`src/rtl/boot_erase_consts.svh`:
```
`ifndef BOOT_ERASE_CONSTS_SVH
`define BOOT_ERASE_CONSTS_SVH
// =============================================
// Command and reply codes
`define CMD_ENTER_PROG   8'h40
`define RSP_ACK          8'h06
`define RSP_ENTER_ERR    8'hC0
`define ERR_ERASE_FAIL   8'h51
// =============================================
// Reply lengths in bytes
`define ACK_REPLY_LEN    2'h1
`define ERR_REPLY_LEN    2'h2
`endif

```
`src/rtl/boot_erase_pkg.sv`:
```
package boot_erase_pkg;
    // =============================================
    // Erase request towards the flash controller
    typedef struct packed {
        logic       start;   // One-cycle start pulse
        logic       boot;    // 0 user array, 1 boot array
    } erase_req_t;

    // Byte for the serial transmitter
    typedef struct packed {
        logic       valid;
        logic [7:0] data;
    } tx_byte_t;
endpackage : boot_erase_pkg

```
`src/rtl/erase_sequencer.sv`:
```
`timescale 1ns/1ns
module erase_sequencer (
    input  wire logic                      clk_i,        // System clock
    input  wire logic                      sys_rst_i,    // Async reset, high
    input  wire logic                      go_i,         // Start user erasure, boot erasure follows only if it passes
    input  wire logic                      erase_done_i, // Flash erase finished
    input  wire logic                      erase_err_i,  // Flash erase failed
    output boot_erase_pkg::erase_req_t     req_o,        // Erase request
    output logic                           fin_o,        // Sequence finished pulse
    output logic                           fail_o        // Failure with fin_o
);
    typedef enum logic [1:0] {S_IDLE, S_USER, S_BOOT} seq_state_t;
    seq_state_t state_q;

    // =============================================
    // User array first, boot array second
    always_ff @(posedge clk_i or posedge sys_rst_i) begin
        if (sys_rst_i) begin
            state_q <= S_IDLE;
            req_o   <= '0;
            fin_o   <= 1'b0;
            fail_o  <= 1'b0;
        end else begin
            req_o.start <= 1'b0;
            fin_o       <= 1'b0;
            unique case (state_q)
                S_IDLE: if (go_i) begin
                    state_q     <= S_USER;
                    req_o.start <= 1'b1;
                    req_o.boot  <= 1'b0;
                end
                S_USER: if (erase_done_i) begin
                    if (erase_err_i) begin
                        state_q <= S_IDLE;
                        fin_o   <= 1'b1;
                        fail_o  <= 1'b1;
                    end else begin
                        state_q     <= S_BOOT;
                        req_o.start <= 1'b1;
                        req_o.boot  <= 1'b1;
                    end
                end
                S_BOOT: if (erase_done_i) begin
                    state_q <= S_IDLE;
                    fin_o   <= 1'b1;
                    fail_o  <= erase_err_i;
                end
                default: state_q <= S_IDLE;
            endcase
        end
    end
endmodule : erase_sequencer

```
`src/rtl/boot_erase_transition.sv`:
```
`timescale 1ns/1ns
`include "boot_erase_consts.svh"
module boot_erase_transition (
    input  wire logic                      clk_i,        // System clock 100 MHz
    input  wire logic                      sys_rst_i,    // Async reset, high
    input  wire logic                      rx_valid_i,   // Received byte strobe
    input  wire logic [7:0]                rx_data_i,    // Received byte
    input  wire logic                      tx_ready_i,   // Transmitter takes byte
    output boot_erase_pkg::tx_byte_t       tx_o,         // Reply byte
    output boot_erase_pkg::erase_req_t     erase_o,      // Erase request
    input  wire logic                      erase_done_i, // Erase finished pulse
    input  wire logic                      erase_err_i,  // Erase failed, with done
    output logic                           prog_state_o, // In programming/erasure state
    output logic                           busy_o        // Command in progress
);
    typedef enum logic [2:0] {T_IDLE, T_ERASE, T_ACK, T_ERR0, T_ERR1} top_state_t;
    top_state_t state_q;
    logic       go;
    logic       fin;
    logic       fail;
    boot_erase_pkg::erase_req_t req;
    logic       tx_taken;   // Reply byte leaves this cycle
    logic [1:0] starts_q;   // Erase starts of this command, {boot, user}
    logic [1:0] replies_q;  // Reply bytes taken for this command

    // =============================================
    // Command decode

    // Transition command is a single fixed byte, nothing follows it
    function automatic logic is_enter_cmd(input logic [7:0] code);
        return code == `CMD_ENTER_PROG;
    endfunction : is_enter_cmd

    // Taken only when idle and not yet in the programming/erasure state
    assign go = (state_q == T_IDLE) && !prog_state_o && rx_valid_i
                && is_enter_cmd(rx_data_i);

    // Hand-over of the byte on the reply port
    assign tx_taken = tx_o.valid && tx_ready_i;

    // =============================================
    // Erase sequencing: user array, then boot array

    erase_sequencer u_seq (
        .clk_i        (clk_i),
        .sys_rst_i    (sys_rst_i),
        .go_i         (go),
        .erase_done_i (erase_done_i),
        .erase_err_i  (erase_err_i),
        .req_o        (req),
        .fin_o        (fin),
        .fail_o       (fail)
    );

    // =============================================
    // Command and reply sequencing

    // Phase of the command: idle, erasing, then one or two reply bytes
    always_ff @(posedge clk_i or posedge sys_rst_i) begin
        if (sys_rst_i) begin
            state_q <= T_IDLE;
        end else begin
            unique case (state_q)
                T_IDLE: begin
                    if (go) begin
                        state_q <= T_ERASE;
                    end
                end
                T_ERASE: begin
                    if (fin) begin
                        state_q <= fail ? T_ERR0 : T_ACK;
                    end
                end
                T_ACK: begin
                    if (tx_taken) begin
                        state_q <= T_IDLE;
                    end
                end
                T_ERR0: begin
                    if (tx_taken) begin
                        state_q <= T_ERR1;
                    end
                end
                T_ERR1: begin
                    if (tx_taken) begin
                        state_q <= T_IDLE;
                    end
                end
                default: begin
                    state_q <= T_IDLE;
                end
            endcase
        end
    end

    // Reply byte: raised only once erasing is over, held until taken
    always_ff @(posedge clk_i or posedge sys_rst_i) begin
        if (sys_rst_i) begin
            tx_o <= '0;
        end else if (state_q == T_ERASE && fin) begin
            tx_o.valid <= 1'b1;
            tx_o.data  <= fail ? `RSP_ENTER_ERR : `RSP_ACK;
        end else if (state_q == T_ERR0 && tx_taken) begin
            tx_o.data  <= `ERR_ERASE_FAIL;
        end else if (tx_taken) begin
            tx_o.valid <= 1'b0;
        end
    end

    // Programming/erasure state: entered after the acknowledge byte is taken
    always_ff @(posedge clk_i or posedge sys_rst_i) begin
        if (sys_rst_i) begin
            prog_state_o <= 1'b0;
        end else if (state_q == T_ACK && tx_taken) begin
            prog_state_o <= 1'b1;
        end
    end

    // Busy from the command byte until the last reply byte is taken
    always_ff @(posedge clk_i or posedge sys_rst_i) begin
        if (sys_rst_i) begin
            busy_o <= 1'b0;
        end else if (go) begin
            busy_o <= 1'b1;
        end else if ((state_q == T_ACK || state_q == T_ERR1) && tx_taken) begin
            busy_o <= 1'b0;
        end
    end

    // Erase request re-timed, so the output leaves a flip-flop of this level
    always_ff @(posedge clk_i or posedge sys_rst_i) begin
        if (sys_rst_i) begin
            erase_o <= '0;
        end else begin
            erase_o <= req;
        end
    end

    // =============================================
    // Bookkeeping for the checks

    // Erase starts issued for the current command
    always_ff @(posedge clk_i or posedge sys_rst_i) begin
        if (sys_rst_i) begin
            starts_q <= 2'h0;
        end else if (go) begin
            starts_q <= 2'h0;
        end else if (erase_o.start) begin
            starts_q[erase_o.boot] <= 1'b1;
        end
    end

    // Reply bytes handed over for the current command
    always_ff @(posedge clk_i or posedge sys_rst_i) begin
        if (sys_rst_i) begin
            replies_q <= 2'h0;
        end else if (go) begin
            replies_q <= 2'h0;
        end else if (tx_taken) begin
            replies_q <= replies_q + 2'h1;
        end
    end

    // =============================================
    // Checks
    chk_silent_erase: assert property (@(posedge clk_i) disable iff (sys_rst_i)
        state_q == T_ERASE |-> !tx_o.valid) else $error("byte sent during erase");
    chk_user_first: assert property (@(posedge clk_i) disable iff (sys_rst_i)
        go |=> ##1 (erase_o.start && !erase_o.boot)) else $error("user array not erased first");
    chk_ack_code: assert property (@(posedge clk_i) disable iff (sys_rst_i)
        (state_q == T_ACK) |-> (tx_o.valid && tx_o.data == `RSP_ACK)) else $error("bad ack");
    chk_ack_enter: assert property (@(posedge clk_i) disable iff (sys_rst_i)
        (state_q == T_ACK && tx_ready_i) |=> prog_state_o) else $error("no state entry");
    chk_err_pair: assert property (@(posedge clk_i) disable iff (sys_rst_i)
        (state_q == T_ERR0 && tx_ready_i) |=> (tx_o.valid && tx_o.data == `ERR_ERASE_FAIL))
        else $error("missing error code");
    chk_err_stay: assert property (@(posedge clk_i) disable iff (sys_rst_i)
        (state_q == T_ERR1 && tx_taken)
            |=> (!prog_state_o && !tx_o.valid && state_q == T_IDLE))
        else $error("entered after error");
    chk_cmd_decode: assert property (@(posedge clk_i) disable iff (sys_rst_i)
        (state_q == T_IDLE && rx_valid_i && rx_data_i != `CMD_ENTER_PROG) |=> state_q == T_IDLE)
        else $error("wrong byte accepted");
    chk_no_early_state: assert property (@(posedge clk_i) disable iff (sys_rst_i)
        $rose(prog_state_o) |-> $past(state_q) == T_ACK) else $error("early entry");

    // Both arrays erased, user array first
    chk_boot_after_user: assert property (@(posedge clk_i) disable iff (sys_rst_i)
        (erase_o.start && erase_o.boot) |-> starts_q[0]) else $error("boot array first");
    chk_ack_both: assert property (@(posedge clk_i) disable iff (sys_rst_i)
        (state_q == T_ERASE && fin && !fail) |-> (starts_q == 2'h3))
        else $error("reply without both erasures");
    chk_start_pulse: assert property (@(posedge clk_i) disable iff (sys_rst_i)
        erase_o.start |=> !erase_o.start) else $error("erase start not one cycle");

    // Only the transition byte starts a command
    chk_busy_start: assert property (@(posedge clk_i) disable iff (sys_rst_i)
        $rose(busy_o) |-> ($past(rx_valid_i) && $past(rx_data_i) == `CMD_ENTER_PROG))
        else $error("busy without command byte");
    chk_refuse_prog: assert property (@(posedge clk_i) disable iff (sys_rst_i)
        (prog_state_o && rx_valid_i) |=> !busy_o) else $error("command taken in state");

    // Reply bytes: held until taken, one ack byte or two error bytes
    chk_reply_hold: assert property (@(posedge clk_i) disable iff (sys_rst_i)
        (tx_o.valid && !tx_ready_i) |=> (tx_o.valid && $stable(tx_o.data)))
        else $error("reply byte dropped");
    chk_ack_single: assert property (@(posedge clk_i) disable iff (sys_rst_i)
        (state_q == T_ACK && tx_taken) |-> ((replies_q + 2'h1) == `ACK_REPLY_LEN))
        else $error("ack not one byte");
    chk_err_length: assert property (@(posedge clk_i) disable iff (sys_rst_i)
        (state_q == T_ERR1 && tx_taken) |-> ((replies_q + 2'h1) == `ERR_REPLY_LEN))
        else $error("error reply not two bytes");
    chk_busy_end: assert property (@(posedge clk_i) disable iff (sys_rst_i)
        (state_q == T_ACK && tx_taken) |=> (!busy_o && !tx_o.valid)) else $error("busy after ack");
    chk_silent_start: assert property (@(posedge clk_i) disable iff (sys_rst_i)
        erase_o.start |-> !tx_o.valid) else $error("byte sent at erase start");

    // Main scenarios
    cov_ack: cover property (@(posedge clk_i) $rose(prog_state_o));
    cov_err: cover property (@(posedge clk_i) state_q == T_ERR1 && tx_ready_i);
    cov_start: cover property (@(posedge clk_i) go);
    cov_user_fail: cover property (@(posedge clk_i)
        state_q == T_ERASE && fin && fail && !starts_q[1]);
    cov_ack_stall: cover property (@(posedge clk_i) state_q == T_ACK && !tx_ready_i);
endmodule : boot_erase_transition

```
`config.mk`:
```
export PLATFORM = sky130hd
export DESIGN_NAME = boot_erase_transition
export DESIGN_NICKNAME = d
export VERILOG_FILES = /design/src/rtl/boot_erase_pkg.sv /design/src/rtl/erase_sequencer.sv /design/src/rtl/boot_erase_transition.sv
export VERILOG_INCLUDE_DIRS = /design/src /design/src/rtl
export SDC_FILE = /design/constraint.sdc
export NUM_CORES = 1
export LEC_CHECK = 0
export BUFFER_PORTS_ARGS = -buffer_cell sky130_fd_sc_hd__buf_2
export CAP_MARGIN = 5
export CORE_MARGIN = 2
export CORE_UTILIZATION = 34
export CTS_BUF_LIST = sky130_fd_sc_hd__clkbuf_2
export DETAILED_ROUTE_END_ITERATION = 6
export GPL_TIMING_DRIVEN = 0
export HOLD_SLACK_MARGIN = 0.05
export PLACE_DENSITY_LB_ADDON = 0.05
export SYNTH_ARGS = -nofsm -noshare
export SYNTH_HDL_FRONTEND = slang
export SYNTH_HIERARCHICAL = 1
export SYNTH_SLANG_ARGS = --single-unit
```
`constraint.sdc`:
```
create_clock -name clk_i -period 2.6 [get_ports clk_i]
set_clock_uncertainty 0.1 [all_clocks]
set_input_delay 0.26 -clock clk_i [delete_from_list [all_inputs] [get_ports clk_i]]
set_output_delay 0.26 -clock clk_i [all_outputs]
set_load 0.005 [all_outputs]
```
==> summary.md <==
| Metric | Value |
|---|---|
| Setup WS pre-CTS | `roughly 0.90 ns` |
| Initial antenna violation count | `0` |
| CTS tree | `built` |
| Root buf cell | `clkbuf_2` |
| Die height | `57.4 um` |
| Clock power share | `0.257` |
| Final min period | `between 1.5 and 2 ns` |
| Status | `completed` |
| Seq pwr share | `0.640` |
| P_int | `roughly 340 uW` |
| N_diodes | `0` |
| RSZ-0062 raised after global routing | `false` |
| Ys Warns | `6` |
| Switch share | `0.256` |
| Routability Congestion | `around 0.71` |
| CP arrival | `~1.8 ns` |
| Worst setup SP type | `register` |
| Commonest non-fill, non-tap cells in the layout | `buf_2, dfrtp_1, inv_1` |
| Drt total wl | `about 1800 um` |
| H-tree depth | `1` |
| Setup CP Type | `reg -> reg` |
| Cts bufs inserted | `3` |
| # IOs | `27` |
| Core area | `2730 um2` |
| Fin. Hold Viols | `0` |
| Hold/Removal Path Class | `in -> reg` |
| Design Power | `462 uW` |
| Mean Syn Cell Area | `approximately 11 um2` |
| Wire per inst | `11.8 um` |
| # Max-Cap Violations | `0` |
| Nets | `between 100 and 150` |
| Worst vdd ir | `between 0.0002 and 0.00025 V` |
| Net Sw Power | `approximately 120 uW` |
| Sink Count | `18` |
| Commonest non-fill, non-tap cell in the layout | `buf_2` |
| Clk pin slew, worst setup/hold paths | `0.18 ns` |
| Via-to-Cell Ratio | `4.65` |
| Comb power frac | `0.103` |
| P_leak | `0.000615 uW` |
| Pwr per Cell Area | `between 300 and 400 nW/um2` |
| DR pass1 iterations | `4` |
| Cell Rows | `19` |
| Global-route usage over all layers | `0.122` |
| Number of fill cells | `283` |
| DP HPWL | `1400 um` |
| Final setup fails | `0` |
| Yosys cell types | `36` |
| Register bit count reported by yosys | `18` |
| Final setup margin | `about 0.90 ns` |
| IO buf count | `24` |
| Clk Latency, worst-skew pair | `a little under 0.3 ns` |
| Die area | `about 3300 um2` |
| Register area share after synthesis | `0.464` |
| First-pass GRT wire length | `3090 um` |
| DRT iter0 DRCs | `13` |
| Vias | `between 700 and 800` |
| Post-Syn Area | `just under 1000 um2` |
| Critical path capture point type | `register` |
| Worst EP required | `approximately 2.7 ns` |
| CP max FO | `9` |
| TNS Setup | `0 ns` |
| Largest net degree at the start of global routing | `13` |
| Post_cts resized | `0` |
| Max frequency | `just under 600 MHz` |
| Die Wd | `~57 um` |
| Fin crit share | `0.654` |
| Clock Path Buffers | `2` |
| Initial Util | `0.355` |
| ANT nets after route | `0` |
| Mapped Cells | `90` |
| Slew Viols, Final | `0` |
| Congestion Overflow GR | `0` |
| Vias in the first global route | `~710` |
| Area delta synth->final | `19.7%` |
| Ratio of cells with drive above 1 in the final layout | `0.367` |
| Drt drc | `0` |
-- logic make-up (layout without fill, tap and decap cells) --
| group | count (synthesis) | in the layout | synth area share |
|---|---|---|---|
| AOI/OAI and AO/OA | 20 | 20 | 0.157 |
| and+or+nand+nor | 28 | 28 | 0.198 |
| DFF | 18 | 18 | 0.464 |
| other | 1 | 2 | 0.00386 |
| muxes | 2 | 2 | 0.0206 |
| xor gates and xnor gates | 1 | 1 | 0.00902 |
| buffers and inverters | 15 | 44 | 0.0825 |
| adders and majority gates | 5 | 5 | 0.0644 |
-- power by group through the flow --
stage	clock network [uW]	logic, uW	registers [uW]
after floorplan	0	30.5	297
after CTS	129	48.9	296
final	118	47.6	296
after global placement	0	46.8	300
after global routing	144	55.3	297
after detailed placement	0	47.6	301
-- area by class of cell --
type / instances / area [um2] / share of cell area
sequential: 18 / 450 / 0.388
multi-input combinational: 58 / 444 / 0.382
timing repair buffer: 25 / 130 / 0.112
buffer: 6 / 46.3 / 0.0398
tap: 31 / 38.8 / 0.0334
inverter: 9 / 33.8 / 0.0291
clock buffer: 3 / 15.0 / 0.0129
clock inverter: 1 / 3.75 / 0.00323
-- flip-flops by register name, summed over array words and instances (netlist names), 2 cells and up --
name           count
u_seq/state_q      2
tx_o               5
u_seq/req_o        2
erase_o            2
state_q            3
-- through the flow --
| stage | util | hold WS, ns | instance area (um2) | cells |
|---|---|---|---|---|
| after global routing | 0.425 | 0.0545 | 1160 | 151 |
| after global placement | 0.415 | 0.101 | 1130 | 146 |
| after detailed placement | 0.415 | 0.104 | 1130 | 146 |
| after floorplan | - | -0.0490 | 975 | 91 |
| final | 0.425 | 0.0906 | 1160 | 151 |
| after CTS | 0.425 | 0.0678 | 1160 | 151 |
-- critical path: stages, from the launching register on --
cell and delay (ns):
dfrtp_1 0.41, buf_6 0.14, nor4b_4 0.27, nand4_2 0.17
inv_1 0.17, mux2i_1 0.12, o22a_2 0.23
-- worst paths after layout --
kind	slack, ns	end	cells after the start	startpoint
hold / removal	0.09	u_seq/fin_o	3	erase_done_i
max in group asynchronous	1.66	tx_o[2]	3	sys_rst_i
min in group asynchronous	0.30	u_seq/fin_o	3	sys_rst_i
setup reg to reg	0.90	u_seq/req_o[0]	6	state_q[2]
hold reg to reg	0.27	erase_o[1]	0	u_seq/req_o[1]
setup / recovery	0.90	u_seq/req_o[0]	6	state_q[2]
-- cells in the mapped netlist, drive strengths merged --
| master | n | area (um2) |
|---|---|---|
| dfrtp | 18 | 450 |
| inv | 9 | 33.8 |
| nand2 | 8 | 30.0 |
| a21oi | 6 | 30.0 |
| buf | 6 | 46.3 |
| ha | 5 | 62.6 |
| nor2 | 5 | 18.8 |
| o21ai | 3 | 22.5 |
| a21o | 2 | 15.0 |
| mux2i | 2 | 20.0 |
| nand2b | 2 | 12.5 |
| nand3b | 2 | 15.0 |
| nor4b | 2 | 32.5 |
| o22a | 2 | 18.8 |
| o22ai | 2 | 12.5 |
| a211oi | 1 | 12.5 |
| a31o | 1 | 8.76 |
| a31oi | 1 | 6.26 |
| and4bb | 1 | 12.5 |
| conb | 1 | 3.75 |
| nand3 | 1 | 5.00 |
| nand4 | 1 | 12.5 |
| nand4bb | 1 | 11.3 |
| nor2b | 1 | 6.26 |
| nor3b | 1 | 7.51 |
| nor4 | 1 | 12.5 |
| nor4bb | 1 | 10.0 |
| o21bai | 1 | 18.8 |
| o31ai | 1 | 7.51 |
| or2 | 1 | 6.26 |
| xnor2 | 1 | 8.76 |
-- per-layer routing --
metal / vias to the layer above / part of all wire / global-route usage / wire length [um]
met4: 0 / 0.0073 / 0.0498 / 13
met3: 2 / 0.033 / 0.0272 / 59
met5: - / 0 / 0 / 0
met2: 9 / 0.51 / 0.209 / 917
met1: 326 / 0.45 / 0.146 / 799
li1: 365 / - / - / -
-- repair_timing --
action / 4_1_cts / 5_1_grt
hold buffers: 1 / 0
buffers inserted: 0 / 0
setup endpoints to repair: 0 / 0
endpoints found under the hold margin: 18 / 0
Note: power is estimated with default switching activity, not from simulation.
